`config.mk`:
```
export PLATFORM = sky130hd
export DESIGN_NAME = strobe_power_sequencer
export DESIGN_NICKNAME = d
export VERILOG_FILES = /design/src/sequencer_pkg.sv /design/src/strobe_power_sequencer.sv /design/src/strobe_delay_timer.sv /design/src/rail_supervisor.sv
export SDC_FILE = /design/constraint.sdc
export NUM_CORES = 1
export LEC_CHECK = 0
export BUFFER_PORTS_ARGS = -buffer_cell sky130_fd_sc_hd__buf_2
export CORE_MARGIN = 3
export CORE_UTILIZATION = 45
export DETAILED_ROUTE_END_ITERATION = 10
export GPL_TIMING_DRIVEN = 0
export SYNTH_ARGS = -nofsm -noshare
export SYNTH_HDL_FRONTEND = slang
export SYNTH_SLANG_ARGS = --single-unit
```
`constraint.sdc`:
```
create_clock -name aclk -period 4.6 [get_ports aclk]
set_input_delay 0.23 -clock aclk [delete_from_list [all_inputs] [get_ports aclk]]
set_output_delay 0.23 -clock aclk [all_outputs]
set_load 0.05 [all_outputs]
```
`src/sequencer_pkg.sv`:
```
// Shared constants and carriers of the strobe power sequencer
// Assumes one 100 MHz clock and register access over AXI4-Lite
`default_nettype none
package sequencer_pkg;
    // ****************************************
    // Sizes
    // ****************************************
    localparam int NUM_RAILS = 10;
    localparam int NUM_MON = 5;
    localparam int NUM_SW = 3;
    localparam int NUM_GPIO = 3;
    localparam logic [3:0] FIRST_STROBE = 4'h1;
    localparam logic [3:0] LAST_STROBE = 4'ha;
    // ****************************************
    // Timing
    // ****************************************
    localparam int CLK_PERIOD_NS = 10;
    localparam int MS_NS = 1000000;
    localparam int MS_CYCLES = (MS_NS + CLK_PERIOD_NS - 1) / CLK_PERIOD_NS;
    localparam int DELAY_MIN_MS = 2;
    localparam int DELAY_MAX_MS = 5;
    localparam int DOWN_FACTOR = 10;
    localparam int DOWN_FENCE_MS = 500;
    localparam int SPIKE_NS = 50;
    localparam int SPIKE_CYCLES = SPIKE_NS / CLK_PERIOD_NS;
    localparam int SLEW_STEP_NS = 1000;
    localparam int SLEW_CYCLES = SLEW_STEP_NS / CLK_PERIOD_NS;
    // ****************************************
    // Register map
    // ****************************************
    localparam logic [11:0] OFF_ENABLE = 12'h000;
    localparam logic [11:0] OFF_GPIO = 12'h004;
    localparam logic [11:0] OFF_CTRL = 12'h008;
    localparam logic [11:0] OFF_STATUS = 12'h00c;
    localparam logic [11:0] OFF_ASSIGN_LO = 12'h010;
    localparam logic [11:0] OFF_ASSIGN_HI = 12'h014;
    localparam logic [11:0] OFF_DELAYS = 12'h018;
    localparam logic [11:0] OFF_THRESH = 12'h01c;
    localparam logic [11:0] OFF_VOUT = 12'h020;
    localparam logic [11:0] OFF_DVS = 12'h024;
    localparam logic [11:0] OFF_SW_FLAGS = 12'h028;
    localparam int CTRL_UP = 0;
    localparam int CTRL_DOWN = 1;
    localparam int CTRL_STRICT = 2;
    localparam int CTRL_FILTER = 3;
    localparam int CTRL_PWM = 4;
    localparam int CTRL_SLEW = 8;
    localparam int STAT_BUSY = 0;
    localparam int STAT_PHASE = 1;
    localparam int STAT_MAIN_GOOD = 3;
    localparam int STAT_BACKUP_GOOD = 4;
    localparam int STAT_COIN_OK = 5;
    localparam int STAT_STROBE = 8;
    localparam logic [39:0] ASSIGN_RST = 40'h21a9876543;
    localparam logic [17:0] DELAYS_RST = 18'h00000;
    localparam logic [23:0] THRESH_RST = 24'h000000;
    localparam logic [17:0] VOUT_RST = 18'h00000;
    localparam logic [1:0] RESP_OKAY = 2'h0;
    localparam logic [1:0] RESP_SLVERR = 2'h2;
    // ****************************************
    // Types
    // ****************************************
    typedef enum logic [1:0] {PWR_OFF, PWR_UP, PWR_ON, PWR_DOWN} power_state_e;
    typedef struct packed {
        logic [NUM_SW-1:0] overtemp;
        logic [NUM_SW-1:0] overcurrent;
        logic [NUM_SW-1:0] undervolt;
    } switch_fault_s;
    typedef struct packed {
        logic [NUM_MON-1:0] under;
        logic [NUM_MON-1:0] over;
        logic [1:0] backup_under;
    } rail_sense_s;
endpackage : sequencer_pkg
`default_nettype wire

```
`src/strobe_power_sequencer.sv`:
```
// Strobe power sequencer: AXI4-Lite registers, strobe engine, supervisor
// Assumes synchronous inputs; analog parts consume the control outputs
//
// How it works
// - Ten strobes, nine delays order power-up
// - Each rail holds one strobe number
// - Rails sharing a strobe switch together
// - Strobe gaps span 2 ms to 5 ms
// - Software rewrites strobe order and delays
// - Software switches rails, switches, GPIOs directly
// - Lockout and supervisor thresholds are writable
// - Switch faults latch as readable flags
// - Strict mode adds overvoltage checking
// - One good output for five rails
// - Separate good output for backup pair
// - Coin-cell condition readable in status
// - Buck voltages and forced PWM writable
// - First two bucks slew toward target
// - Filter mode rejects spikes to 50 ns
// - Strobe one at once, then gaps
// - Strobe zero rails are never touched
// - Power-down reverses order, gaps times ten
// - Off reached 500 ms after power-down
`default_nettype none
module strobe_power_sequencer
    import sequencer_pkg::*;
#(
    parameter int TICK_CYCLES = MS_CYCLES
) (
    input wire logic aclk,
    input wire logic aresetn,
    input wire logic [11:0] awaddr,
    input wire logic awvalid,
    output logic awready,
    input wire logic [31:0] wdata,
    input wire logic [3:0] wstrb,
    input wire logic wvalid,
    output logic wready,
    output logic [1:0] bresp,
    output logic bvalid,
    input wire logic bready,
    input wire logic [11:0] araddr,
    input wire logic arvalid,
    output logic arready,
    output logic [31:0] rdata,
    output logic [1:0] rresp,
    output logic rvalid,
    input wire logic rready,
    input wire logic wake_req,
    input wire logic sleep_req,
    input wire logic coin_cell_ok,
    input wire switch_fault_s switch_fault,
    input wire rail_sense_s rail_sense,
    output logic [NUM_RAILS-1:0] rail_enable,
    output logic [NUM_GPIO-1:0] gpio_out,
    output logic [3:0] force_pwm,
    output logic [23:0] thresholds,
    output logic [17:0] vout_default,
    output logic [11:0] dvs_level,
    output logic main_rails_good,
    output logic backup_rails_good
);
    typedef struct packed {
        logic aw_held;
        logic [11:0] aw_addr;
        logic w_held;
        logic [31:0] w_data;
        logic [3:0] w_strb;
        logic awready;
        logic wready;
        logic bvalid;
        logic [1:0] bresp;
        logic arready;
        logic rvalid;
        logic [31:0] rdata;
        logic [1:0] rresp;
        logic [NUM_RAILS-1:0] rail_en;
        logic [NUM_GPIO-1:0] gpio;
        logic strict;
        logic filter;
        logic [3:0] pwm;
        logic [1:0] slew;
        logic [4*NUM_RAILS-1:0] assign_map;
        logic [17:0] delays;
        logic [23:0] thresh;
        logic [17:0] vout;
        logic [11:0] dvs_target;
        logic [11:0] dvs_now;
        logic [1:0][9:0] slew_cnt;
        logic [1:0][2:0] req_cnt;
        logic [1:0] req_filt;
        logic [3*NUM_SW-1:0] sw_flags;
        power_state_e phase;
        logic [3:0] strobe;
        logic tmr_start;
        logic [8:0] tmr_load;
        logic fence_start;
    } state_s;
    state_s q, n;
    logic tmr_done, fence_done, busy, up_go, down_go, main_good, backup_good;
    logic [31:0] wd, status, clear_word;
    logic [3*NUM_SW-1:0] sw_clear;
    logic [1:0] req_raw;

    // ****************************************
    // Helpers
    // ****************************************
    function automatic logic reg_mapped(input logic [11:0] a);
        return a[1:0] == 2'h0 && a <= OFF_SW_FLAGS;
    endfunction : reg_mapped

    function automatic logic [31:0] lane_mask(input logic [3:0] strb);
        logic [31:0] m;
        m = '0;
        for (int i = 0; i < 4; i++) begin
            m[8*i+:8] = {8{strb[i]}};
        end
        return m;
    endfunction : lane_mask

    function automatic logic [NUM_RAILS-1:0] fire(input logic [NUM_RAILS-1:0] en,
        input logic [4*NUM_RAILS-1:0] asg, input logic [3:0] s, input logic on);
        logic [NUM_RAILS-1:0] r;
        r = en;
        for (int i = 0; i < NUM_RAILS; i++) begin
            if (asg[4*i+:4] == s) begin
                r[i] = on;
            end
        end
        return r;
    endfunction : fire

    // Gap after strobe idx; coded 0..3 for 2..5 ms
    function automatic logic [8:0] gap_ms(input logic [17:0] d, input logic [3:0] idx, input logic down);
        logic [8:0] ms;
        ms = 9'(d[2*(int'(idx)-1)+:2]) + 9'(DELAY_MIN_MS);
        return down ? 9'(int'(ms) * DOWN_FACTOR) : ms;
    endfunction : gap_ms

    function automatic logic [31:0] reg_read(input state_s s, input logic [11:0] a, input logic [31:0] st);
        case (a)
            OFF_ENABLE: return 32'(s.rail_en);
            OFF_GPIO: return 32'(s.gpio);
            OFF_CTRL: return 32'({s.slew, s.pwm, s.filter, s.strict, 2'h0});
            OFF_STATUS: return st;
            OFF_ASSIGN_LO: return s.assign_map[31:0];
            OFF_ASSIGN_HI: return 32'(s.assign_map[39:32]);
            OFF_DELAYS: return 32'(s.delays);
            OFF_THRESH: return 32'(s.thresh);
            OFF_VOUT: return 32'(s.vout);
            OFF_DVS: return 32'(s.dvs_target);
            OFF_SW_FLAGS: return 32'(s.sw_flags);
            default: return 32'h00000000;
        endcase
    endfunction : reg_read

    // ****************************************
    // Next state
    // ****************************************
    always_comb begin
        n = q;
        n.tmr_start = 1'b0;
        n.fence_start = 1'b0;
        busy = (q.phase == PWR_UP) || (q.phase == PWR_DOWN);
        status = '0;
        status[STAT_BUSY] = busy;
        status[STAT_PHASE+:2] = q.phase;
        status[STAT_MAIN_GOOD] = main_good;
        status[STAT_BACKUP_GOOD] = backup_good;
        status[STAT_COIN_OK] = coin_cell_ok;
        status[STAT_STROBE+:4] = q.strobe;
        req_raw = {sleep_req, wake_req};
        for (int i = 0; i < 2; i++) begin
            if (req_raw[i] == q.req_filt[i]) begin
                n.req_cnt[i] = 3'h0;
            end else if (!q.filter || q.req_cnt[i] == 3'(SPIKE_CYCLES)) begin
                n.req_filt[i] = req_raw[i];
                n.req_cnt[i] = 3'h0;
            end else begin
                n.req_cnt[i] = q.req_cnt[i] + 3'h1;
            end
        end
        up_go = n.req_filt[0] & ~q.req_filt[0];
        down_go = n.req_filt[1] & ~q.req_filt[1];
        sw_clear = '0;
        clear_word = q.w_data & lane_mask(q.w_strb);
        wd = (reg_read(q, q.aw_addr, status) & ~lane_mask(q.w_strb)) | (q.w_data & lane_mask(q.w_strb));
        // Write channel: address and data taken in either order
        if (q.bvalid && bready) begin
            n.bvalid = 1'b0;
        end
        if (awvalid && q.awready) begin
            n.aw_held = 1'b1;
            n.aw_addr = awaddr;
        end
        if (wvalid && q.wready) begin
            n.w_held = 1'b1;
            n.w_data = wdata;
            n.w_strb = wstrb;
        end
        if (q.aw_held && q.w_held && !q.bvalid) begin
            n.aw_held = 1'b0;
            n.w_held = 1'b0;
            n.bvalid = 1'b1;
            n.bresp = reg_mapped(q.aw_addr) ? RESP_OKAY : RESP_SLVERR;
            case (q.aw_addr)
                OFF_ENABLE: begin
                    if (busy) begin
                        n.bresp = RESP_SLVERR;
                    end else begin
                        n.rail_en = wd[NUM_RAILS-1:0];
                    end
                end
                OFF_GPIO: n.gpio = wd[NUM_GPIO-1:0];
                OFF_CTRL: begin
                    up_go = up_go | wd[CTRL_UP];
                    down_go = down_go | wd[CTRL_DOWN];
                    n.strict = wd[CTRL_STRICT];
                    n.filter = wd[CTRL_FILTER];
                    n.pwm = wd[CTRL_PWM+:4];
                    n.slew = wd[CTRL_SLEW+:2];
                end
                OFF_ASSIGN_LO: n.assign_map[31:0] = wd;
                OFF_ASSIGN_HI: n.assign_map[39:32] = wd[7:0];
                OFF_DELAYS: n.delays = wd[17:0];
                OFF_THRESH: n.thresh = wd[23:0];
                OFF_VOUT: n.vout = wd[17:0];
                OFF_DVS: n.dvs_target = wd[11:0];
                OFF_SW_FLAGS: sw_clear = clear_word[3*NUM_SW-1:0];
                default: ;
            endcase
        end
        n.awready = !n.aw_held && !n.bvalid;
        n.wready = !n.w_held && !n.bvalid;
        // Read channel: one read outstanding
        if (q.rvalid && rready) begin
            n.rvalid = 1'b0;
        end
        if (arvalid && q.arready) begin
            n.rvalid = 1'b1;
            n.rdata = reg_read(q, araddr, status);
            n.rresp = reg_mapped(araddr) ? RESP_OKAY : RESP_SLVERR;
        end
        n.arready = !n.rvalid;
        // New fault beats a clear in the same cycle
        n.sw_flags = (q.sw_flags & ~sw_clear) | switch_fault;
        // Strobe engine
        case (q.phase)
            PWR_OFF: begin
                if (up_go) begin
                    n.phase = PWR_UP;
                    n.strobe = FIRST_STROBE;
                    n.rail_en = fire(n.rail_en, q.assign_map, FIRST_STROBE, 1'b1);
                    n.tmr_start = 1'b1;
                    n.tmr_load = gap_ms(q.delays, FIRST_STROBE, 1'b0);
                end
            end
            PWR_UP: begin
                if (tmr_done) begin
                    n.strobe = q.strobe + 4'h1;
                    n.rail_en = fire(q.rail_en, q.assign_map, n.strobe, 1'b1);
                    if (n.strobe == LAST_STROBE) begin
                        n.phase = PWR_ON;
                    end else begin
                        n.tmr_start = 1'b1;
                        n.tmr_load = gap_ms(q.delays, n.strobe, 1'b0);
                    end
                end
            end
            PWR_ON: begin
                if (down_go) begin
                    n.phase = PWR_DOWN;
                    n.strobe = LAST_STROBE;
                    n.rail_en = fire(n.rail_en, q.assign_map, LAST_STROBE, 1'b0);
                    n.tmr_start = 1'b1;
                    n.tmr_load = gap_ms(q.delays, LAST_STROBE - 4'h1, 1'b1);
                    n.fence_start = 1'b1;
                end
            end
            PWR_DOWN: begin
                if (tmr_done && q.strobe != FIRST_STROBE) begin
                    n.strobe = q.strobe - 4'h1;
                    n.rail_en = fire(q.rail_en, q.assign_map, n.strobe, 1'b0);
                    if (n.strobe != FIRST_STROBE) begin
                        n.tmr_start = 1'b1;
                        n.tmr_load = gap_ms(q.delays, n.strobe - 4'h1, 1'b1);
                    end
                end
                // Fixed fence ends the phase whatever the gaps add up to
                if (fence_done) begin
                    n.phase = PWR_OFF;
                end
            end
            default: n.phase = PWR_OFF;
        endcase
        // Voltage scaling: one code step per slew period
        for (int i = 0; i < 2; i++) begin
            if (q.dvs_now[6*i+:6] == q.dvs_target[6*i+:6]) begin
                n.slew_cnt[i] = 10'h000;
            end else if (q.slew_cnt[i] == 10'((SLEW_CYCLES << q.slew) - 1)) begin
                n.slew_cnt[i] = 10'h000;
                n.dvs_now[6*i+:6] = (q.dvs_now[6*i+:6] < q.dvs_target[6*i+:6]) ?
                    q.dvs_now[6*i+:6] + 6'h01 : q.dvs_now[6*i+:6] - 6'h01;
            end else begin
                n.slew_cnt[i] = q.slew_cnt[i] + 10'h001;
            end
        end
    end

    always_ff @(posedge aclk) begin
        if (!aresetn) begin
            q <= '0;
            q.assign_map <= ASSIGN_RST;
            q.delays <= DELAYS_RST;
            q.thresh <= THRESH_RST;
            q.vout <= VOUT_RST;
            q.phase <= PWR_OFF;
        end else begin
            q <= n;
        end
    end

    // ****************************************
    // Timers and supervisor
    // ****************************************
    strobe_delay_timer #(.TICK_CYCLES(TICK_CYCLES)) gap_timer (
        .aclk(aclk), .aresetn(aresetn), .start(q.tmr_start), .ms_load(q.tmr_load), .done(tmr_done));
    strobe_delay_timer #(.TICK_CYCLES(TICK_CYCLES)) fence_timer (
        .aclk(aclk), .aresetn(aresetn), .start(q.fence_start), .ms_load(9'(DOWN_FENCE_MS)),
        .done(fence_done));
    rail_supervisor supervisor (
        .aclk(aclk), .aresetn(aresetn), .enable(q.rail_en[NUM_MON-1:0]), .strict(q.strict),
        .sense(rail_sense), .main_good(main_good), .backup_good(backup_good));

    assign {awready, wready, bvalid, bresp} = {q.awready, q.wready, q.bvalid, q.bresp};
    assign {arready, rvalid, rdata, rresp} = {q.arready, q.rvalid, q.rdata, q.rresp};
    assign rail_enable = q.rail_en;
    assign gpio_out = q.gpio;
    assign force_pwm = q.pwm;
    assign thresholds = q.thresh;
    assign vout_default = q.vout;
    assign dvs_level = q.dvs_now;
    assign main_rails_good = main_good;
    assign backup_rails_good = backup_good;
endmodule : strobe_power_sequencer
`default_nettype wire

```
`src/strobe_delay_timer.sv`:
```
// Millisecond one-shot timer for strobe gaps and the power-down fence
// Assumes start is a one-cycle pulse and ms_load is stable with it
`default_nettype none
module strobe_delay_timer
    import sequencer_pkg::*;
#(
    parameter int TICK_CYCLES = MS_CYCLES
) (
    input wire logic aclk,
    input wire logic aresetn,
    input wire logic start,
    input wire logic [8:0] ms_load,
    output logic done
);
    localparam int PW = $clog2(TICK_CYCLES + 1);
    typedef struct packed {
        logic [PW-1:0] pre;
        logic [8:0] left;
        logic run;
        logic done;
    } timer_s;
    timer_s q, n;
    int elapsed;
    int load_q;

    // ****************************************
    // Countdown, restarted by every start
    // ****************************************
    always_comb begin
        n = q;
        n.done = 1'b0;
        if (start) begin
            n.pre = '0;
            n.left = ms_load;
            n.run = (ms_load != 9'h000);
        end else if (q.run) begin
            if (q.pre == PW'(TICK_CYCLES - 1)) begin
                n.pre = '0;
                n.left = q.left - 9'h001;
                if (q.left == 9'h001) begin
                    n.run = 1'b0;
                    n.done = 1'b1;
                end
            end else begin
                n.pre = q.pre + PW'(1);
            end
        end
    end

    always_ff @(posedge aclk) begin
        if (!aresetn) begin
            q <= '0;
            elapsed <= 0;
            load_q <= 0;
        end else begin
            q <= n;
            elapsed <= start ? 0 : elapsed + 1;
            load_q <= start ? int'(ms_load) : load_q;
        end
    end

    assign done = q.done;
endmodule : strobe_delay_timer
`default_nettype wire

```
`src/rail_supervisor.sv`:
```
// Window supervisor for the five monitored rails and the backup pair
// Assumes comparator flags arrive already synchronous to aclk
`default_nettype none
module rail_supervisor
    import sequencer_pkg::*;
(
    input wire logic aclk,
    input wire logic aresetn,
    input wire logic [NUM_MON-1:0] enable,
    input wire logic strict,
    input wire rail_sense_s sense,
    output logic main_good,
    output logic backup_good
);
    typedef struct packed {
        logic main_good;
        logic backup_good;
    } sup_s;
    sup_s q, n;
    logic [NUM_MON-1:0] fault;

    always_comb begin
        n = q;
        fault = enable & (sense.under | (strict ? sense.over : '0));
        n.main_good = ~|fault;
        n.backup_good = ~|sense.backup_under;
    end

    always_ff @(posedge aclk) begin
        if (!aresetn) begin
            q <= '0;
        end else begin
            q <= n;
        end
    end

    assign main_good = q.main_good;
    assign backup_good = q.backup_good;
endmodule : rail_supervisor
`default_nettype wire

```
### Word level (Yosys, flattened, before mapping)

Cells that the tools add are included.

* output and inout bits: 114
* input bits: 91
* logic and storage cells: 389
* register bits after elaboration: 348

* bitwise operators: 22
* order comparisons: 4
* equality and inequality tests: 106
* add/subtract/negate cells: 22
* shift operators: 3
* muxes and demuxes: 102
* reductions and logical operators: 70
* multiply operators: 2

Operators by type and width (number)
* one-hot mux 32 bit (11 select lines): 2
* 2-to-1 mux 133 bit: 1
* 2-to-1 mux 10 bit: 10
* equality test 12 x 5 -> 1 bit, second input constant: 8
* equality test 4 bit: 20
* equality test 12 x 6 -> 1 bit, second input constant: 6
* bitwise AND 32 bit: 2
* one-hot mux 16 bit (4 select lines): 1
* 2-to-1 mux 1 bit: 52
* 2-to-1 mux 17 bit: 3
* equality test 12 x 4 -> 1 bit, second input constant: 4
* AND reduction 2 bit: 24
* equality test 4 bit, second input constant: 11
* 2-to-1 mux 11 bit: 4
* equality test 4 x 1 -> 1 bit, second input constant: 10
* one-hot mux 10 bit (4 select lines): 1
* 2-to-1 mux 37 bit: 1
* 2-to-1 mux 18 bit: 2
* indexed part select 18 x 6 -> 2 bit: 2
* 2-to-1 mux 35 bit: 1
* adder 17 x 1 -> 17 bit, second input constant: 2
* equality test 17 bit, second input constant: 2
* 2-to-1 mux 16 bit: 2
* 2-to-1 mux 32 bit: 1
* 61 further kinds: 159

### Depth between registers and ports, before layout

* depth after elaboration: 11
* gate-level depth with buffers: 16

### Hierarchy

Synthesis repeated with hierarchy kept, for this count alone.

* cell total of the unflattened synthesis: 2479
* area, all modules: 19726.4 um^2

By module, submodules not included
* strobe_power_sequencer: times used 1, cells an instance 2095, area an instance 16517.1 um^2
* strobe_delay_timer: times used 2, cells an instance 186, area an instance 1546.5 um^2
* rail_supervisor: times used 1, cells an instance 12, area an instance 116.4 um^2

### Least setup slack after synthesis

No wires, ideal clock.

* path kind: flip-flop to flip-flop
* from: register q[11] in the netlist's numbering
* to: register q[4] in the netlist's numbering
* data arrival time: 3.064 ns
* buffers on the path: 3
* slack: 1.409 ns
* cell stages (with the launch flop): 12
* setup time: 0.128 ns
* cell sequence: dfxtp_1 -> buf_1 -> inv_1 -> ha_1 -> buf_2 -> buf_2 -> mux4_2 -> mux2i_1 -> o21ai_0 -> ha_1 -> a221oi_1 -> nor2_1

* word-level cells in the longest chain between the ends: 9
* elaborated cells between the ends (all ways): 18

Ends and longest elaborated chain
* from (decl): line strobe_power_sequencer.sv:99 `state_s q, n;`
* from (signal assigned): line strobe_power_sequencer.sv:319 `q <= n;`
* subtractor 4 x 1 -> 4 bit: line strobe_power_sequencer.sv:282 `n.strobe = q.strobe - 4'h1;`
* subtractor 4 x 1 -> 4 bit: line strobe_power_sequencer.sv:286 `n.tmr_load = gap_ms(q.delays, n.strobe - 4'h1, 1'b1);`
* subtractor 4 x 1 -> 5 bit: line strobe_power_sequencer.sv:136 `ms = 9'(d[2*(int'(idx)-1)+:2]) + 9'(DELAY_MIN_MS);`
* indexed part select 18 x 6 -> 2 bit: line strobe_power_sequencer.sv:136
* adder 2 x 2 -> 3 bit: line strobe_power_sequencer.sv:136
* multiplier 3 x 3 -> 6 bit: line strobe_power_sequencer.sv:137 `return down ? 9'(int'(ms) * DOWN_FACTOR) : ms;`
* 2-to-1 mux 10 bit: line strobe_power_sequencer.sv:284 `if (n.strobe != FIRST_STROBE) begin`
* 2-to-1 mux 14 bit: line strobe_power_sequencer.sv:281 `if (tmr_done && q.strobe != FIRST_STROBE) begin`
* one-hot mux 16 bit (4 select lines): line strobe_power_sequencer.sv:248 `case (q.phase)`

Several ways; a longest one is shown, not always the timed one. The select of a mux whose other input is x is not followed.
A chain may end at the register's enable or synchronous reset.

### Final worst setup path

* from: register q[282] in the netlist's numbering
* to: register q (netlist bit rail_enable[3])

* word-level cells in the longest chain between the ends: 10
* elaborated cells between the ends (all ways): 30

Ends and longest elaborated chain
* equality test 12 x 6 -> 1 bit (tied with other cells): line strobe_power_sequencer.sv:141 `case (a)`
* one-hot mux 32 bit (11 select lines): line strobe_power_sequencer.sv:141
* bitwise AND 32 bit: line strobe_power_sequencer.sv:187 `wd = (reg_read(q, q.aw_addr, status) & ~lane_mask(q.w_strb)) | (q.w_data & lane_mask(q.w_strb));`
* bitwise OR 32 bit: line strobe_power_sequencer.sv:187
* 2-to-1 mux 10 bit: line strobe_power_sequencer.sv:208 `if (busy) begin`
* 2-to-1 mux 10 bit: line strobe_power_sequencer.sv:206 `case (q.aw_addr)`
* 2-to-1 mux 133 bit: line strobe_power_sequencer.sv:201 `if (q.aw_held && q.w_held && !q.bvalid) begin`
* 2-to-1 mux 1 bit: line strobe_power_sequencer.sv:126 `if (asg[4*i+:4] == s) begin`
* 2-to-1 mux 10 bit, on equally long branches: line strobe_power_sequencer.sv:271, strobe_power_sequencer.sv:250
* one-hot mux 10 bit (4 select lines) (*): line strobe_power_sequencer.sv:248

Every way passes the cells marked *; elsewhere a longest branch is shown, timed or not.

==> flow_summary_export.csv <==
group,metric,value,unit
cells_and_area,final_cell_mix,"nand2_1 (375), dfxtp_1 (344), nor2_1 (258)",
sta,post-route-min-period,4.10,ns
min_path,hp-class,"primary input to register",
setup_path,cp.arrival,4.59,ns
sta,finalHoldViolations,0,
yosys,ys.warnings.count,0,
sta,rsz0062_at_grt,"false",
routing,drt.antenna.violating_nets,0,
setup_path,regToRegSetupSlack,0.50,ns
power,leakage,8.87,nW
cells_and_area,mostFrequentLayoutCell,"nand2_1",
run_status,status,"finished clean",
place,routabilityCongestion,1.02,
setup_path,reg2regPathDepth,9,
floorplan,fp.dieH,211,µm
place,placed_area,0.0205,mm²
yosys,yosysSeqAreaShare,0.366,
setup_path,critPathSlowestCell,"nor4b_2",
setup_path,r2r-start,"q[282]",
yosys,synth_edf_count,0,
cells_and_area,stdcell_area,0.0226,mm²
routing,drt_pre_antenna_iters,6,
grt,first_global_vias,18400,
sta,tns,0,ns
cts,clockRootBuffer,"clkbuf_16",
sta,clock.fmax,244,MHz
floorplan,dieArea,0.0443,mm²
floorplan,start_util,0.458,
grt,grt_overflow,0,
grt,grt_pass1_wl,119,mm
sta,setup_viol,0,
setup_path,r2r-end,"rail_enable[3]",
place,dp_slack,0.227,ns
cts,cts.sinks,344,
routing,viasPerCell,5.98,
setup_path,path_buf_inv,2,
setup_path,cp-start-kind,"register",
power,peakVddDrop,0.238,mV
routing,drt_iter0_drc,2093,
routing,drc,0,
min_path,holdPathEnd,"supervisor.main_good",
sta,report.final.slew_viol_count,0,
cts,worstSkewPairLatency,0.59,ns
place,place_hpwl,61.3,mm
setup_path,critPathRequiredTime,5.09,ns
cells_and_area,multi_input_area,0.0105,mm²
grt,antenna_found_initial,0,
sta,setup_slack,0.501,ns
cells_and_area,drive_above_1_share,0.170,
cells_and_area,nNetsFinal,2805,
cts,cts_setup_buffers,0,
setup_path,criticalPathCategory,"register to register",
setup_path,worst_path_most_repeated_cell,"buf_2",
cells_and_area,synthToLayoutAreaGrowth,20.1,%
min_path,holdPathStages,4,
routing,routed_wirelength,81.4,mm
routing,routedWlPerCell,25.2,µm
routing,vias,19300,
yosys,netlist_instances,2352,
cells_and_area,fillers,3957,
sta,skew,0.0206,ns
power,power_density,324,mW/mm²
yosys,avgSynthCellArea,8.00,µm²
setup_path,max_stage_delay,1.04,ns
min_path,worstHoldStart,"rail_sense[9]",
grt,grt_max_degree,13,
place,place_inst,3089,
yosys,ys_seq_elements,344,
cts,clock_path_buffers,3,
floorplan,die-width,211,µm
cts,clk_pin_slew,0.06,ns
yosys,synthArstFlopShare,0,
cells_and_area,antenna_cells,0,
grt,groute.usage.overall,0.358,
power,power,7.33,mW
setup_path,critPathMaxFanout,10,
yosys,synth_cell_type_count,90,
cts,cts_buffers,41,
setup_path,cp-end-kind,"register",
run,drv_cap,0,
sta,fin_crit_sh,0.891,
sta,relSlewSlack,0.0777,
cts,cts_tree,"built",
setup_path,crit_family,"simple AND/OR/NAND/NOR gates",
setup_path,crit_chain,"buf_2 -> nor4b_2 -> nand3_1 -> nor2_1 -> buf_2 -> a32oi_1 -> a31oi_2 -> a221oi_1 -> nor3_1",
floorplan,io_pins,205,
sta,tightest_slew,1.37,ns
cts,h-tree-depth,2,
cells_and_area,ff_latch_area,0.00689,mm²
yosys,synth_ff_type,"dfxtp_1",
floorplan,num_rows,74,
floorplan,core,0.0411,mm²
cells_and_area,fin_cells,3230,
place,place.port_buffers,202,
yosys,syn_area,0.0188,mm²
-- how the worst max path moves through the flow --
| stage | startpoint | endpoint | cells after the start |
|---|---|---|---|
| 6_report | q[282] | rail_enable[3] | 9 |
| 5_1_grt | q[11] | q[4] | 13 |
| 4_1_cts | q[11] | q[4] | 13 |
| 3_5_place_dp | q[11] | q[4] | 11 |
| 3_3_place_gp | q[11] | q[4] | 13 |
| 2_1_floorplan | q[11] | q[4] | 11 |
-- tightest hold or removal path: stages --
cell and delay, ns:
buf_2 0.08, a21oi_1 0.04, o22ai_1 0.11, a2111oi_0 0.08
-- flip-flops by register name (all words and copies together), names as in the netlist --
name and flops:
supervisor.main_good 1, fence_timer.q 27, gap_timer.q 27, bresp 1
gpio_out 3, arready 1, rresp 1, wready 1
thresholds 24, gap_timer.done 1, rdata 32, fence_timer.done 1
awready 1, rvalid 1, force_pwm 4, q 176
dvs_level 12, rail_enable 10, bvalid 1, vout_default 18
supervisor.backup_good 1
-- Yosys cell counts (46+ instances only) --
library cell	instances	area share
xnor2_1	62	0.029
o21ai_0	82	0.022
inv_1	46	0.0092
nand3_1	53	0.014
nor2_1	258	0.051
clkbuf_1	104	0.021
dfxtp_1	344	0.37
xor2_1	63	0.029
a22oi_1	66	0.026
buf_4	107	0.043
a21oi_1	230	0.061
nand2_1	375	0.075
-- final cells by class --
class / instances / area share
Clock buffer: 58 / 0.0513
Sequential cell: 344 / 0.305
Multi-Input combinational cell: 1724 / 0.463
Clock inverter: 16 / 0.0102
Inverter: 46 / 0.00764
Buffer: 239 / 0.0589
Tap cell: 532 / 0.0294
Timing Repair Buffer: 271 / 0.0752
-- logic make-up (layout without fill, tap and decap cells) --
group / count (synthesis) / after routing / synth area share
simple gates: 905 / 905 / 0.223
compound gates: 583 / 583 / 0.201
flops: 344 / 344 / 0.366
buf+inv: 285 / 630 / 0.0798
xor+xnor: 125 / 125 / 0.0582
mux: 62 / 62 / 0.0397
fa+ha+maj: 47 / 47 / 0.0320
other cells: 1 / 2 / 0.000199
-- per-stage QoR --
stage	util	hold slack, ns
after floorplan	-	0.301
after global placement	0.499	0.390
after detailed placement	0.500	0.396
after CTS	0.550	0.00185
after global routing	0.550	0.0566
final	0.550	0.0201
-- timing repair --
action	4_1_cts	5_1_grt
hold buffers	67	0
resized for setup	0	3
endpoints found under the setup margin	0	5
endpoints found under the hold margin	64	0
-- report_power, final --
part	switching [mW]	internal (mW)	leakage [nW]	total, mW
registers	0.0583	3.03	2.78	3.09
logic	0.584	0.275	5.40	0.859
clock network	1.38	2.01	0.685	3.38
total	2.02	5.31	8.87	7.33
-- per-layer routing --
layer	routed length [µm]	global-route usage
met5	0	0
met4	3790	0.150
met3	7950	0.0889
met2	35000	0.545
met1	34700	0.485
Power figures use the tool's default switching activity.
